$ cat config.mk
export PLATFORM = sky130hd
export DESIGN_NAME = ldp_ctrl
export DESIGN_NICKNAME = d
export VERILOG_FILES = /design/src/design/ldp_pkg.sv /design/src/design/ldp_sec_if.sv /design/src/design/ldp_sec_prot.sv /design/src/design/ldp_ctrl.sv
export SDC_FILE = /design/constraint.sdc
export NUM_CORES = 1
export LEC_CHECK = 0
export BUFFER_PORTS_ARGS = -buffer_cell sky130_fd_sc_hd__buf_2
export CORE_MARGIN = 2
export CORE_UTILIZATION = 49
export CTS_CLUSTER_DIAMETER = 30
export DETAILED_ROUTE_END_ITERATION = 10
export GPL_ROUTABILITY_DRIVEN = 0
export PLACE_DENSITY = 0.67
export SKIP_LAST_GASP = 1
export SYNTH_ARGS = -nofsm -noshare
export SYNTH_HDL_FRONTEND = slang
export SYNTH_SLANG_ARGS = --single-unit
$ cat constraint.sdc
create_clock -name clock_i -period 4.5 [get_ports clock_i]
set_input_delay 0.225 -clock clock_i [delete_from_list [all_inputs] [get_ports clock_i]]
set_output_delay 0.225 -clock clock_i [all_outputs]
set_load 0.1 [all_outputs]
$ cat src/design/ldp_pkg.sv
// shared constants and types for the diagnostic and protection controller
package ldp_pkg;
	// ----------------------------------------
	// timing
	// ----------------------------------------
	localparam int CLK_HZ = 40000000;
	localparam int T_ON_SHORT_MS = 90;
	localparam int T_ON_LONG_MS = 180;
	localparam int T_OFF_MS = 900;
	localparam int SINK_TIMEOUT_MS = 10;
	localparam int CYC_PER_MS = CLK_HZ / 1000;
	localparam int T_ON_SHORT_CYC = T_ON_SHORT_MS * CYC_PER_MS;
	localparam int T_ON_LONG_CYC = T_ON_LONG_MS * CYC_PER_MS;
	localparam int T_OFF_CYC = T_OFF_MS * CYC_PER_MS;
	localparam int SINK_TIMEOUT_CYC = SINK_TIMEOUT_MS * CYC_PER_MS;
	localparam int TMR_W = 26;
	// ----------------------------------------
	// widths and reset values
	// ----------------------------------------
	localparam int LVL_W = 4;
	localparam logic [3:0] LVL_RESET = 4'h0;
	localparam logic [3:0] LVL_MAX = 4'hf;

	// pulsed-limit states
	typedef enum logic [2:0] {
		LDP_PL_IDLE = 3'b001,
		LDP_PL_ON = 3'b010,
		LDP_PL_OFF = 3'b100
	} ldp_pl_state_t;
endpackage : ldp_pkg

$ cat src/design/ldp_sec_if.sv
// per-section signals between the controller and its protection timer
`timescale 1ns/10ps
`default_nettype none
interface ldp_sec_if;
	logic overload;
	logic pulsed_disable;
	logic long_on;
	logic read_ack;
	logic out_off;
	logic flag;
	logic event_p;
	modport ctrl (output overload, output pulsed_disable, output long_on, output read_ack,
		input out_off, input flag, input event_p);
	modport prot (input overload, input pulsed_disable, input long_on, input read_ack,
		output out_off, output flag, output event_p);
endinterface : ldp_sec_if
`default_nettype wire

$ cat src/design/ldp_sec_prot.sv
// per-section overload protection: pulsed timer or static clamp with latched flag
`timescale 1ns/10ps
`default_nettype none
module ldp_sec_prot (
	input wire logic clock_i,
	input wire logic nrst_i,
	input wire logic hold_i,
	ldp_sec_if.prot s
);
	import ldp_pkg::*;
	typedef struct packed {
		ldp_pl_state_t st;
		logic [TMR_W-1:0] tmr;
		logic seen;
		logic flag;
		logic off;
		logic ev;
	} ldp_prot_t;
	ldp_prot_t r, next_r;
	logic [TMR_W-1:0] ton;
	assign s.out_off = r.off;
	assign s.flag = r.flag;
	assign s.event_p = r.ev;
	always_comb begin
		next_r = r;
		next_r.ev = 1'b0;
		ton = s.long_on ? TMR_W'(T_ON_LONG_CYC) : TMR_W'(T_ON_SHORT_CYC);
		if (hold_i) begin
			next_r = '0;
			next_r.st = LDP_PL_IDLE;
		end else begin
			unique case (r.st)
			LDP_PL_IDLE: begin
				if (s.overload && s.pulsed_disable) begin
					next_r.flag = 1'b1;
					next_r.ev = ~r.flag;
				end else if (s.overload) begin
					next_r.st = LDP_PL_ON;
					next_r.tmr = '0;
					next_r.seen = 1'b1;
				end
			end
			LDP_PL_ON: begin
				next_r.tmr = r.tmr + 1'b1;
				if (s.overload)
					next_r.seen = 1'b1;
				if (r.tmr >= ton - 1'b1) begin
					if (r.seen || s.overload) begin
						next_r.st = LDP_PL_OFF;
						next_r.tmr = '0;
						next_r.off = 1'b1;
						next_r.flag = 1'b1;
						next_r.ev = 1'b1;
					end else begin
						next_r.st = LDP_PL_IDLE;
					end
				end
			end
			LDP_PL_OFF: begin
				next_r.tmr = r.tmr + 1'b1;
				if (r.tmr >= TMR_W'(T_OFF_CYC - 1)) begin
					next_r.st = LDP_PL_ON;
					next_r.tmr = '0;
					next_r.off = 1'b0;
					next_r.seen = 1'b0;
				end
			end
			default: next_r.st = LDP_PL_IDLE;
			endcase
			// flag drops only with cause gone and a read seen; set wins
			if (s.read_ack && !s.overload && r.st == LDP_PL_IDLE && !next_r.ev)
				next_r.flag = 1'b0;
		end
	end
	always_ff @(posedge clock_i or negedge nrst_i) begin
		if (!nrst_i) begin
			r <= '{st: LDP_PL_IDLE, tmr: '0, seen: 1'b0, flag: 1'b0, off: 1'b0, ev: 1'b0};
		end else begin
			r <= next_r;
		end
	end
endmodule : ldp_sec_prot
`default_nettype wire

$ cat src/design/ldp_ctrl.sv
// diagnostic and protection controller for two supply sections
// Operation
// - enabled output below window holds output_voltage_low_flag high
// - tone amplitude or frequency out of limits sets tone_fault_flag
// - tone presence on detector input sets tone_detected_flag
// - with min-load check on, low current sets min_load_flag
// - min-load check forces output level to maximum
// - pull-down overcurrent beyond sink timeout sets pulldown_overcurrent_flag
// - under lockout, ignore writes and hold control bits at zero
// - above release threshold, host writes are accepted
// - low supply sets supply_low_flag and pulls fault pin low
// - switch limit select one picks lower current, zero higher
// - pulsed-limit disable zero means dynamic, one means static clamp
// - dynamic overload: on-time then fixed off-time shutdown
// - off-time start sets overload_flag and pulls fault pin low
// - cycle repeats while overloaded; clean on-time resumes normal
// - static clamp sets overload_flag; clears after cause gone and read
// - overload restart one clears section level and keeps it off
// - overload restart zero re-enables output automatically
// - over-temperature shuts boost and regulators, sets overtemp_flag, fault low
// - thermal restart one clears both level selects
// - thermal restart zero re-enables outputs when temperature clears
// - latched flags clear only after cause gone and status read; lockout also clears overload_flag without a read
// - fault pin low while any latched flag stays set
`timescale 1ns/10ps
`default_nettype none
module ldp_ctrl (
	input wire logic clock_i,
	input wire logic nrst_i,
	input wire logic undervoltage_lockout_i,
	input wire logic supply_diag_threshold_i,
	input wire logic overtemp_i,
	input wire logic status_read_i,
	input wire logic ctrl_write_i,
	input wire logic [ldp_pkg::LVL_W-1:0] wr_output_level_select_a_i,
	input wire logic [ldp_pkg::LVL_W-1:0] wr_output_level_select_b_i,
	input wire logic [1:0] wr_switch_current_limit_sel_i,
	input wire logic [1:0] wr_pulsed_limit_disable_i,
	input wire logic [1:0] wr_on_time_select_i,
	input wire logic wr_min_load_check_enable_i,
	input wire logic wr_overload_restart_mode_i,
	input wire logic wr_thermal_restart_mode_i,
	input wire logic wr_boost_compensation_sel_i,
	input wire logic [1:0] vout_below_window_i,
	input wire logic [1:0] tone_out_of_limits_i,
	input wire logic [1:0] tone_detect_input_i,
	input wire logic [1:0] below_min_load_i,
	input wire logic [1:0] pulldown_overcurrent_i,
	input wire logic [1:0] overload_i,
	output logic [ldp_pkg::LVL_W-1:0] level_a_o,
	output logic [ldp_pkg::LVL_W-1:0] level_b_o,
	output logic [1:0] output_enable_o,
	output logic boost_enable_o,
	output logic [1:0] switch_current_limit_sel_o,
	output logic boost_compensation_sel_o,
	output logic i2c_enable_o,
	output logic [1:0] output_voltage_low_flag_o,
	output logic [1:0] tone_fault_flag_o,
	output logic [1:0] tone_detected_flag_o,
	output logic [1:0] min_load_flag_o,
	output logic [1:0] pulldown_overcurrent_flag_o,
	output logic [1:0] overload_flag_o,
	output logic overtemp_flag_o,
	output logic supply_low_flag_o,
	output logic fault_pin_n_o,
	output logic fault_pin_n_oe_o
);
	import ldp_pkg::*;

	// ----------------------------------------
	// state
	// ----------------------------------------
	typedef struct packed {
		logic [2:0][2:0] sy; // async pins: 3-stage sync per bit group
		logic [2:0] syn; // filtered pin levels: lockout, low supply, overheat
		logic [1:0][LVL_W-1:0] lvl;
		logic [1:0] switch_current_limit_sel;
		logic [1:0] pulsed_limit_disable;
		logic [1:0] ton_long;
		logic min_load_en;
		logic overload_restart_mode;
		logic thermal_restart_mode;
		logic comp;
		logic [1:0][TMR_W-1:0] pd_tmr;
		logic [1:0] vlow;
		logic [1:0] tfault;
		logic [1:0] tone_detected_flag;
		logic [1:0] minld;
		logic [1:0] pulldown_overcurrent_flag;
		logic [1:0] overload_flag;
		logic overtemp_flag;
		logic supply_low_flag;
		logic [1:0][LVL_W-1:0] lvl_o;
		logic [1:0] oen;
		logic boost;
		logic i2c_en;
		logic flt_n;
	} ldp_st_t;
	ldp_st_t r, next_r;

	// synchroniser copies: index 0 first stage, 1 and 2 agreement stages
	logic uv_q, lpd_q, ot_q;
	logic ol_rise_any;
	logic [1:0] sec_off;
	logic [1:0] sec_flag;
	logic [1:0] sec_ev;
	logic [1:0] rd_ack;

	function automatic logic agree(input logic [2:0] s, input logic held);
		return (s[1] == s[2]) ? s[2] : held;
	endfunction : agree

	ldp_sec_if sif[2] ();

	for (genvar g = 0; g < 2; g++) begin : g_sec
		assign sif[g].overload = overload_i[g];
		assign sif[g].pulsed_disable = r.pulsed_limit_disable[g];
		assign sif[g].long_on = r.ton_long[g];
		assign sif[g].read_ack = status_read_i;
		assign sec_off[g] = sif[g].out_off;
		assign sec_flag[g] = sif[g].flag;
		assign sec_ev[g] = sif[g].event_p;
		ldp_sec_prot u_prot (
			.clock_i(clock_i),
			.nrst_i(nrst_i),
			.hold_i(uv_q),
			.s(sif[g])
		);
	end

	assign uv_q = r.syn[0];
	assign lpd_q = r.syn[1];
	assign ot_q = r.syn[2];
	assign ol_rise_any = |sec_ev;
	assign rd_ack = {2{status_read_i}};

	// ----------------------------------------
	// next state
	// ----------------------------------------
	always_comb begin
		next_r = r;
		// pins from other domains: three flops, change counted when 2 and 3 agree
		next_r.sy[0] = {r.sy[0][1], r.sy[0][0], undervoltage_lockout_i};
		next_r.sy[1] = {r.sy[1][1], r.sy[1][0], supply_diag_threshold_i};
		next_r.sy[2] = {r.sy[2][1], r.sy[2][0], overtemp_i};
		for (int i = 0; i < 3; i++) begin
			next_r.syn[i] = agree(r.sy[i], r.syn[i]);
		end

		// control register writes
		if (uv_q) begin
			next_r.lvl = '0;
			next_r.switch_current_limit_sel = '0;
			next_r.pulsed_limit_disable = '0;
			next_r.ton_long = '0;
			next_r.min_load_en = 1'b0;
			next_r.overload_restart_mode = 1'b0;
			next_r.thermal_restart_mode = 1'b0;
			next_r.comp = 1'b0;
		end else if (ctrl_write_i) begin
			next_r.lvl[0] = wr_output_level_select_a_i;
			next_r.lvl[1] = wr_output_level_select_b_i;
			next_r.switch_current_limit_sel = wr_switch_current_limit_sel_i;
			next_r.pulsed_limit_disable = wr_pulsed_limit_disable_i;
			next_r.ton_long = wr_on_time_select_i;
			next_r.min_load_en = wr_min_load_check_enable_i;
			next_r.overload_restart_mode = wr_overload_restart_mode_i;
			next_r.thermal_restart_mode = wr_thermal_restart_mode_i;
			next_r.comp = wr_boost_compensation_sel_i;
		end
		// restart modes clear levels; set of clear beats a same-cycle write
		for (int i = 0; i < 2; i++) begin
			if (!uv_q && r.overload_restart_mode && sec_ev[i])
				next_r.lvl[i] = LVL_RESET;
		end
		if (!uv_q && r.thermal_restart_mode && ot_q)
			next_r.lvl = '0;

		// per-section diagnostics
		for (int i = 0; i < 2; i++) begin
			next_r.vlow[i] = r.oen[i] & vout_below_window_i[i];
			next_r.tfault[i] = tone_out_of_limits_i[i];
			next_r.tone_detected_flag[i] = tone_detect_input_i[i];
			next_r.minld[i] = r.min_load_en & below_min_load_i[i];
			if (pulldown_overcurrent_i[i]) begin
				if (r.pd_tmr[i] < TMR_W'(SINK_TIMEOUT_CYC))
					next_r.pd_tmr[i] = r.pd_tmr[i] + 1'b1;
			end else begin
				next_r.pd_tmr[i] = '0;
			end
			next_r.pulldown_overcurrent_flag[i] = (r.pd_tmr[i] >= TMR_W'(SINK_TIMEOUT_CYC));
			next_r.overload_flag[i] = sec_flag[i];
		end

		// latched supply and temperature flags: set wins over read
		if (ot_q)
			next_r.overtemp_flag = 1'b1;
		else if (rd_ack[0])
			next_r.overtemp_flag = 1'b0;
		if (lpd_q)
			next_r.supply_low_flag = 1'b1;
		else if (rd_ack[1])
			next_r.supply_low_flag = 1'b0;

		// power stage drive
		next_r.boost = ~uv_q & ~ot_q;
		next_r.i2c_en = ~uv_q;
		for (int i = 0; i < 2; i++) begin
			next_r.lvl_o[i] = r.min_load_en ? LVL_MAX : r.lvl[i];
			// nonzero level enables; protection timer or overheat forces off
			next_r.oen[i] = (|r.lvl[i]) & ~sec_off[i] & ~overload_block(i) & ~ot_q;
		end
		// fault pin mirrors latched flags; ol_rise_any rises in the same cycle as sec_flag, so it pulls no earlier
		next_r.flt_n = ~(next_r.overtemp_flag | next_r.supply_low_flag | (|sec_flag) | ol_rise_any);
	end

	// static-mode output stays driven in clamp; automatic re-enable is implicit
	function automatic logic overload_block(input int idx);
		return 1'b0;
	endfunction : overload_block

	// ----------------------------------------
	// registers
	// ----------------------------------------
	always_ff @(posedge clock_i or negedge nrst_i) begin
		if (!nrst_i) begin
			r <= '0;
			// lockout starts asserted; supply and heat start quiet so no flag after reset
			r.sy <= '{3'b000, 3'b000, 3'b111};
			r.syn <= 3'b001;
			r.flt_n <= 1'b1;
		end else begin
			r <= next_r;
		end
	end

	// ----------------------------------------
	// outputs
	// ----------------------------------------
	assign level_a_o = r.lvl_o[0];
	assign level_b_o = r.lvl_o[1];
	assign output_enable_o = r.oen;
	assign boost_enable_o = r.boost;
	assign switch_current_limit_sel_o = r.switch_current_limit_sel;
	assign boost_compensation_sel_o = r.comp;
	assign i2c_enable_o = r.i2c_en;
	assign output_voltage_low_flag_o = r.vlow;
	assign tone_fault_flag_o = r.tfault;
	assign tone_detected_flag_o = r.tone_detected_flag;
	assign min_load_flag_o = r.minld;
	assign pulldown_overcurrent_flag_o = r.pulldown_overcurrent_flag;
	assign overload_flag_o = r.overload_flag;
	assign overtemp_flag_o = r.overtemp_flag;
	assign supply_low_flag_o = r.supply_low_flag;
	// open drain: drive low only, enable high while pulling
	assign fault_pin_n_o = 1'b0;
	assign fault_pin_n_oe_o = ~r.flt_n;
endmodule : ldp_ctrl
`default_nettype wire

Word level (Yosys, flattened, before mapping)
Index checks and enable logic that the tools add are counted.
{ "op_classes": {"mux": 57, "bitwise": 20, "n_reduce_logical": 43, "magnitude_cmp": 8, "add_sub_neg": 6, "n_eq_ne": 29} }
{ "ops": {"columns": ["op", "count"], "rows": [
  ["2-to-1 mux 30 bit", 6],
  ["case mux 27 bit (3 select lines)", 2],
  ["2-to-1 mux 26 bit", 6],
  ["adder 26 x 1 -> 26 bit (second input constant)", 4],
  ["2-to-1 mux 33 bit", 2],
  ["2-to-1 mux 29 bit", 2],
  [">= comparator 26 x 19 -> 1 bit (second input constant)", 2],
  [">= comparator 26 bit", 2],
  [">= comparator 26 bit (second input constant)", 2],
  ["< comparator 26 x 19 -> 1 bit (second input constant)", 2],
  ["subtractor 26 x 1 -> 26 bit (second input constant)", 2],
  ["2-to-1 mux 23 bit", 2],
  ["2-to-1 mux 18 bit", 2],
  ["AND reduction 4 bit", 6],
  ["nonzero test 4 bit", 6],
  ["2-to-1 mux 3 bit", 6],
  ["inequality test 3 x 2 -> 1 bit (second input constant)", 6],
  ["inequality test 3 bit (second input constant)", 6],
  ["case mux 3 bit (3 select lines)", 2],
  ["2-to-1 mux 1 bit", 16],
  ["2-to-1 mux 4 bit", 4],
  ["inequality test 4 x 2 -> 1 bit (second input constant)", 4],
  ["logical AND 1 bit", 13],
  ["case mux 1 bit (2 select lines)", 6],
  ["other kinds (18)", 52]
]} }
{ "word_totals": {"register_bits": 175, "elab_cells": 206} }

Logic depth before layout (Yosys ltp)
Gate-level depths: netlist of run 1.
{ "depth": {"ltp_word": 10, "depth_mapped": 10, "mapped_depth_nobuf": 8} }

Modules after synthesis
From an unflattened synthesis of run 1, not the netlist that was laid out.
{ "hier_totals": {"hier_cells": 953, "area_unflattened_um2": 9150.0} }
{ "modules_own_cells": {"columns": ["mod", "cells_each", "area_per_inst_um2", "seq_area_each_um2", "n_inst"], "rows": [
  ["ldp_ctrl", 423, 4768.3, 2733.9, 1],
  ["ldp_sec_prot", 265, 2190.9, 827.0, 2]
]} }

Worst setup path after synthesis of run 1
No wires, ideal clock.
{ "synth_timing": {"kind": "register to register", "start": "register r[84] in the netlist's numbering", "end": "register g_sec[1].u_prot.r[6] in the netlist's numbering", "setup_ps": 126, "path_stages_with_launch": 8, "synth_period_minus_slack_ps": 2441, "arrival_time_ps": 2315, "t_required_ps": 4374, "setup_slack_ps": 2059, "cell_sequence": "dfrtp_1 -> ha_1 -> or4b_1 -> nor4_1 -> a221oi_1 -> o21ai_1 -> nand2_1 -> a221o_1"} }
{ "synth_between": {"elab_chain_cells": 6} }
{ "synth_rtl": {"columns": ["element", "line", "text"], "rows": [
  ["start, declared", "ldp_ctrl.sv:99", "ldp_st_t r, next_r;"],
  ["start signal, assigned", "ldp_ctrl.sv:233", "r <= next_r;"],
  ["2-to-1 mux 23 bit", "ldp_sec_prot.sv:27", "ton = s.long_on ? TMR_W'(T_ON_LONG_CYC) : TMR_W'(T_ON_SHORT_CYC);"],
  ["subtractor 26 x 1 -> 26 bit", "ldp_sec_prot.sv:47", "if (r.tmr >= ton - 1'b1) begin"],
  [">= comparator 26 bit", "ldp_sec_prot.sv:47", null],
  ["2-to-1 mux 29 bit", "ldp_sec_prot.sv:47", null],
  ["case mux 27 bit (3 select lines)", "ldp_sec_prot.sv:32", "unique case (r.st)"],
  ["2-to-1 mux 33 bit", "ldp_sec_prot.sv:28", "if (hold_i) begin"],
  ["end signal, assigned", "ldp_sec_prot.sv:77", "r <= '{st: LDP_PL_IDLE, tmr: '0, seen: 1'b0, flag: 1'b0, off: 1'b0, ev: 1'b0};"],
  ["end signal, assigned", "ldp_sec_prot.sv:79", "r <= next_r;"],
  ["end, declared", "ldp_sec_prot.sv:19", "ldp_prot_t r, next_r;"]
]} }
Every way passes these cells. The select of a mux whose other input is x is not followed.
A chain may end at the register's enable or synchronous reset.

Final worst setup path of run 1
{ "layout_timing": {"start": "register r[83] in the netlist's numbering", "end": "register g_sec[0].u_prot.r[11] in the netlist's numbering"} }
{ "layout_between": {"elab_chain_cells": 6} }
{ "layout_rtl": {"columns": ["element", "line"], "rows": [
  ["2-to-1 mux 23 bit", "ldp_sec_prot.sv:27"],
  ["subtractor 26 x 1 -> 26 bit", "ldp_sec_prot.sv:47"],
  [">= comparator 26 bit", "ldp_sec_prot.sv:47"],
  ["2-to-1 mux 29 bit", "ldp_sec_prot.sv:47"],
  ["case mux 27 bit (3 select lines)", "ldp_sec_prot.sv:32"],
  ["2-to-1 mux 33 bit", "ldp_sec_prot.sv:28"],
  ["end signal, assigned", "ldp_sec_prot.sv:77"],
  ["end signal, assigned", "ldp_sec_prot.sv:79"],
  ["end, declared", "ldp_sec_prot.sv:19"]
]} }
Every way passes these cells. The select of a mux whose other input is x is not followed.

==> results.toml, run 1 <==
[die]
die-area_um2 = 19490
fp-row-count = 49
die_h_um = 139.6
io-pin-count = 68
coreArea_um2 = 18020
die_w_um = 139.6
start_util_pct = 49.98

[synthesis]
seq_area_frac_synth_pct = 48.71
synth_cells = 932
ys_warn_count = 0
synthArstFlopShare_pct = 100.0
synth-edff-count = 0
avgSynthCellArea_um2 = 9.666
synth_seq_cells = 175
synth_flop_cell = "dfrtp_1"
yosys.area_share.xor_xnor_pct = 3.986
yosys.area_share.simple_pct = 24.06
syn-cell-area_um2 = 9009
synth_mux_area_share_pct = 2.444
synth-adder-area-share_pct = 3.667
synth_top_family_by_area = "simple AND/OR/NAND/NOR gates"
synthDistinctLibCells = 73
synth_nets = 993
synth_compound_area_share_pct = 12.32

[clock_network]
ctsResizeCount = 0
numCtsBuffers = 17
clk_pin_slew_ns = 0.07
insertion_delay_ns = 0.43
cts.sinks = 175
cts_max_level = 4
postCtsSetupBuffers = 0
cts_buffer_depth = 2
cts_tree = "built"
root_buffer = "clkbuf_16"

[status]
status = "complete, no violations"

[timing]
finalSetupTns_ns = 0
tightest_slew_ns = 1.061
skew_ns = 0.01057
grt_setup_unrepaired = "no"
maxSlewHeadroom_pct = 29.29
final_hold_viol_count = 0
fmax_mhz = 347.6
holdWs_ns = 0.01891
fin_crit_ns = 2.877
setup_viol = 0
period_share_pct = 63.94
timing.final.max_slew_violations = 0

[detailed_routing]
first_pass_iters = 5
drt_iter0_markers = 495
antenna_left = 0
drt_wl_total_um = 18640
via_count = 6864
viasPerCell = 5.659
routedWlPerCell_um = 15.36
drc = 0

[worst_setup_path]
r2r_start = "r[83]$_DFFE_PN0P_"
crit_top_cell = "o21ai_0"
required_ns = 4.84
end_kind = "register"
cpPeakStageDelay_ns = 0.75
worstSetupStartpointType = "register"
path_cells = "inv_1 -> ha_1 -> nor4_1 -> o21ai_0 -> a21oi_1 -> and3_1 -> nor3_2 -> buf_4 -> o21ai_0"
cp_max_fo = 25
cp-startpoint = "r[83]$_DFFE_PN0P_"
rr_worst_depth = 9
cp_slowest_cell = "and3_1"
worstSetupPathType = "reg2reg"
arrival_ns = 3.22

[grt]
grt_pass1_wl_um = 31640
grt_pass1_vias = 6431
grtUsageTotal_pct = 19.74
overflow = 0
grt_max_degree = 106
grt_antenna_before_repair = 1

[power_and_ir_drop]
peakVddDrop_mv = 0.2630
p_per_area_nw_per_um2 = 368.2
leakagePower_nw = 4.664

[min_path]
holdCritStartpoint = "vout_below_window_i[0]"
holdPathStages = 2
min_path_type = "in2reg"

[placement]
placedCellCount = 1171
hpwl_um = 12500
io_buffers = 66

[cells_and_area]
final_cells = 1213
num-nets-final = 1031
area_growth_pct = 11.76
drive_gt1_share_pct = 13.02

[flow_run]
maxCapViolations = 0
state kept, by name (all words and copies together), names as in the netlist, 2 cells and up:
signal and cells:
g_sec.u_prot.r 60, g_sec.u_prot.s.out_off 2, pulldown_overcurrent_flag_o 2, g_sec.u_prot.s.flag 2, level_b_o 4, overload_flag_o 2
output_voltage_low_flag_o 2, tone_fault_flag_o 2, output_enable_o 2, tone_detected_flag_o 2, min_load_flag_o 2, switch_current_limit_sel_o 2
level_a_o 4, next_r 6, g_sec.u_prot.s.event_p 2, r 72
path summary, 6_finish.rpt:
path                            slack [ns]                                      to
worst max-delay path                  1.62       g_sec[0].u_prot.r[11]$_DFFE_PN0P_
worst min-delay path                  0.02  output_voltage_low_flag_o[0]$_DFF_PN0_
worst max register to register        1.62       g_sec[0].u_prot.r[11]$_DFFE_PN0P_
worst min register to register        0.36                   next_r[108]$_DFF_PN0_
max in group asynchronous             2.99                   next_r[107]$_DFF_PN0_
min in group asynchronous             0.47                       r[27]$_DFFE_PN0P_
placed cells by master (no fill, tap or decap), drive strengths merged, types with 28 or more instances in the layout:
cell   instances
dfrtp        168
nand2         74
o21ai         72
buf           70
nor2          68
and2          53
nand3         47
inv           30
nor3          30
a21oi         28
repair_timing:
action                                 CTS  global route
setup endpoints to repair                0             0
hold buffers                             9             0
endpoints found under the hold margin  108             0
where the power goes:
part	internal, mW	switching (mW)	total (mW)
clock	0.928	0.622	1.55
combinational	0.110	0.351	0.461
sequential	1.64	0.0567	1.70
cell usage after synthesis, drive strengths merged (10+ instances only):
cell type | number | area (um^2)
nand2b | 10 | 62.56
mux2i | 22 | 220.2
or2 | 10 | 62.56
dfrtp | 168 | 4204
buf | 29 | 205.2
ha | 24 | 300.3
nor2 | 68 | 255.2
o21ai | 72 | 360.3
clkbuf | 32 | 120.1
nand4 | 25 | 156.4
inv | 27 | 101.4
nor4 | 21 | 131.4
and3 | 21 | 131.4
or3 | 14 | 87.58
nand2 | 74 | 277.8
and2 | 53 | 331.6
nor3 | 30 | 177.7
xor2 | 25 | 219.0
a21oi | 28 | 140.1
xnor2 | 16 | 140.1
nand3 | 47 | 240.2
cell type report:
| class | count | area (um^2) |
|---|---|---|
| sequential | 175 | 4388 |
| clock inverter | 10 | 150.1 |
| inverter | 28 | 105.1 |
| timing repair buffer | 80 | 466.7 |
| tap | 229 | 286.5 |
| clock buffer | 22 | 474.2 |
| fill | 1615 | 7956 |
| multi-input combinational | 668 | 4195 |
| antenna | 1 | 2.502 |
kinds of logic (layout without fill, tap and decap cells):
family	after synthesis	count (layout)
AND/OR/NAND/NOR	402	402
buffers and inverters	89	140
XOR/XNOR	41	41
AO/OA/AOI/OAI	175	175
multiplexers	22	22
other	1	2
flip-flops	175	175
adder cells (fa/ha/maj)	27	27
stage by stage:
| stage | total power [mW] | instance area (um^2) | util, % | worst slack [ns] |
|---|---|---|---|---|
| 6_report | 3.707 | 10070 | 55.86 | 1.623 |
| 5_1_grt | 3.858 | 10070 | 55.84 | 1.298 |
| 4_1_cts | 3.747 | 10070 | 55.84 | 1.630 |
| 3_5_place_dp | 2.184 | 9351 | 51.88 | 1.629 |
| 3_3_place_gp | 2.179 | 9351 | 51.88 | 1.722 |
| 2_1_floorplan | 2.083 | 9009 | - | 2.059 |
per-layer routing:
metal  track usage, %  up-vias  part of all wire [%]
met1            28.58     3325                    49
met2            30.19      140                    46
met4            5.947        0                  0.91
met3            4.026       15                   3.6
met5                0        -                     0
li1                 -     3384                     -
critical path: cells and delay by family (launching register included):
kind / cells / cell delay [ns]
and+or+nand+nor: 3 / 1.16
AOI/OAI and AO/OA: 3 / 0.54
DFF: 1 / 0.45
buffers and inverters: 2 / 0.42
adders and majority gates: 1 / 0.22
(Power assumes the default switching activity.)
==> inputs of run 2 (changes only) <==
--- a/config.mk
+++ b/config.mk
@@ -5,6 +5,7 @@
 export SDC_FILE = /design/constraint.sdc
 export NUM_CORES = 1
 export LEC_CHECK = 0
+export ABC_AREA = 1
 export BUFFER_PORTS_ARGS = -buffer_cell sky130_fd_sc_hd__buf_2
 export CORE_MARGIN = 2
 export CORE_UTILIZATION = 49
==> constraint.sdc (replaced) <==
create_clock -name clock_i -period 2.8 [get_ports clock_i]
set_input_delay 0.14 -clock clock_i [delete_from_list [all_inputs] [get_ports clock_i]]
set_output_delay 0.14 -clock clock_i [all_outputs]
set_load 0.1 [all_outputs]
==> run 2 against run 1 <==
Compared with the run above: combinational power increased to 3.1 times the previous value; highest routed layer unchanged; count of clock-buffer cells in the layout down 4; critical path depth up 4; final cell count rose by 37%; maximum frequency is 30% higher; routed wire length grew 22%; design area grew 13%; die area grew 12%; sequential power increased by 63%.
==> results.toml, run 2 <==
[grt]
grt_pass1_wl_um = 39400
grt_pass1_vias = 8278
grtUsageTotal_pct = 22.13
grt_max_degree = 75
overflow = 0
grt_antenna_before_repair = 0

[timing]
fin_crit_ns = 2.220
tightest_slew_ns = 0.6325
timing.final.max_slew_violations = 0
setup_viol = 0
period_share_pct = 79.28
final_hold_viol_count = 0
finalSetupTns_ns = 0
maxSlewHeadroom_pct = 57.83
skew_ns = 0.01193
worst_slack_ns = 0.5802
fmax_mhz = 450.5
grt_setup_unrepaired = "no"

[die]
start_util_pct = 49.96
io-pin-count = 68
fp-row-count = 52
die-area_um2 = 21870
die_w_um = 147.9
die_h_um = 147.9
coreArea_um2 = 20300

[detailed_routing]
via_count = 8469
drc = 0
antenna_left = 0
drt_iter0_markers = 548
first_pass_iters = 5
routedWlPerCell_um = 13.70
viasPerCell = 5.102
drt_wl_total_um = 22740

[power_and_ir_drop]
switching_share_pct = 34.96
pwr-share-comb_pct = 21.6
p_per_area_nw_per_um2 = 580.0
p_switching_mw = 2.311
peakVddDrop_mv = 0.4061
p_int_mw = 4.300
clkPwrFrac_pct = 36.5
seq_power_share_pct = 41.9
leakagePower_nw = 5.417

[worst_setup_path]
arrival_ns = 2.54
worstSetupPathType = "reg2reg"
rr_worst_depth = 13
cp_slowest_cell = "dfrtp_1"
cp_max_fo = 23
path_depth = 13
end_kind = "register"
worstSetupStartpointType = "register"
cp_top_family = "simple AND/OR/NAND/NOR gates"
required_ns = 3.12
critPathBufInv = 2
crit_top_cell = "nand2_1"
path_cells = "inv_1 -> ha_1 -> inv_1 -> nor2_1 -> nand3_1 -> nor2_1 -> nand2_1 -> nand2_1 -> nand2_1 -> nand2_1 -> nand2_2 -> nand2_4 -> o21ai_0"
cpPeakStageDelay_ns = 0.45

[synthesis]
synth_nets = 1375
synth_top_area_share_pct = 41.45
yosys.area.top_type = "dfrtp_1"
synth_most_common_cell = "nand2_1"
synth_flop_cell = "dfrtp_1"
synth_area_leaders = "dfrtp_1 41%, nand2_1 11%, nand3_1 5.8%"
synth_cells = 1314
synth_common_cells = "296 x nand2_1, 168 x dfrtp_1, 154 x inv_1"
synth_seq_cells = 175
seq_area_frac_synth_pct = 43.26
ys_warn_count = 0
synth-edff-count = 0
synthArstFlopShare_pct = 100.0
syn-cell-area_um2 = 10140
avgSynthCellArea_um2 = 7.719
synthDistinctLibCells = 48

[clock_network]
cts_buffer_depth = 2
postCtsSetupBuffers = 0
cts.sinks = 175
insertion_delay_ns = 0.44
numCtsBuffers = 17
root_buffer = "clkbuf_16"
clk_pin_slew_ns = 0.07
cts_max_level = 4
cts_tree = "built"

[placement]
hpwl_um = 16310
io_buffers = 66
pre_cts_slack_ns = 0.5891

[flow_run]
maxCapViolations = 0

[cells_and_area]
drive_gt1_share_pct = 14.10
layout_common_cells = "296 x nand2_1, 168 x dfrtp_1, 154 x inv_1"
seqCellArea_um2 = 4388
fill_cells = 1915
num-nets-final = 1438
multi_input_area_um2 = 4711
area_growth_pct = 12.39
n_antenna_cell = 0
regMostFlops = "r"
final_common_cell = "nand2_1"
largest_register_ffs = 72

[min_path]
holdPathStages = 3
min_path_type = "in2reg"

[status]
status = "complete, no violations"
[run 2: final timing paths]
| path | startpoint | endpoint | slack (ns) |
|---|---|---|---|
| worst max-delay path | r[83]$_DFFE_PN0P_ | g_sec[0].u_prot.r[26]$_DFFE_PN0P_ | 0.58 |
| worst max register to register | r[83]$_DFFE_PN0P_ | g_sec[0].u_prot.r[26]$_DFFE_PN0P_ | 0.58 |
| worst min-delay path | wr_overload_restart_mode_i | r[81]$_DFFE_PN0P_ | 0.03 |
| worst min register to register | next_r[107]$_DFF_PN0_ | next_r[108]$_DFF_PN0_ | 0.35 |
| max in group asynchronous | nrst_i | g_sec[0].u_prot.r[30]$_DFFE_PN1P_ | 1.69 |
| min in group asynchronous | nrst_i | g_sec[1].u_prot.r[23]$_DFFE_PN0P_ | 0.29 |
[run 2: worst register-to-register path, cell delays in order (launching register included)]
cell	delay [ns]
dfrtp_1	0.45
inv_1	0.17
ha_1	0.33
inv_1	0.04
nor2_1	0.11
nand3_1	0.10
nor2_1	0.09
nand2_1	0.08
nand2_1	0.11
nand2_1	0.08
nand2_1	0.08
nand2_2	0.07
nand2_4	0.26
o21ai_0	0.13
[run 2: what timing repair did]
| action | CTS | global route |
|---|---|---|
| hold buffers | 30 | 0 |
| hold endpoints to repair | 98 | 0 |
| resized for setup | 0 | 0 |
[run 2: metrics by stage]
stage | total power [mW] | hold WS [ns] | instances | util (%) | cell area (um^2)
after CTS | 6.683 | 0.05889 | 1660 | 56.15 | 11400
after global routing | 6.938 | 0.05003 | 1660 | 56.15 | 11400
after detailed placement | 4.217 | 0.2184 | 1598 | 51.71 | 10500
after floorplan | 3.947 | -0.1556 | 1314 | - | 10140
after global placement | 4.196 | 0.2079 | 1598 | 51.71 | 10500
final | 6.612 | 0.02805 | 1660 | 56.15 | 11400
[run 2: metal layers]
metal  track usage, %  up-vias  share of wire [%]
li1                 -     4324                  -
met1            30.02     3977                 48
met2            36.65      144                 47
met3            4.074       24                3.5
met4            6.143        0                1.3
met5                0        -                  0
[run 2: kinds of logic (layout without fill, tap and decap cells)]
family	count (synthesis)	after routing	synth area share [%]
buf+inv	234	310	10.29
compound gates	146	146	8.339
flops	175	175	43.26
xor+xnor	52	52	4.490
simple gates	679	679	30.32
other cells	1	1	0.03697
fa+ha+maj	27	27	3.257
[run 2: area by class of cell]
cell class	instances	area share (%)
multi-input combinational	905	41.33
clock inverter	14	1.427
inverter	176	5.818
timing repair buffer	102	6.114
clock buffer	18	3.853
sequential	175	38.50
tap	270	2.964
[run 2: power by group through the flow]
stage | clock network, mW | registers [mW] | logic, mW
after floorplan | 0 | 2.84 | 1.10
after global placement | 0 | 2.82 | 1.38
after detailed placement | 0 | 2.82 | 1.40
after CTS | 2.48 | 2.77 | 1.43
after global routing | 2.59 | 2.79 | 1.56
final | 2.41 | 2.77 | 1.43
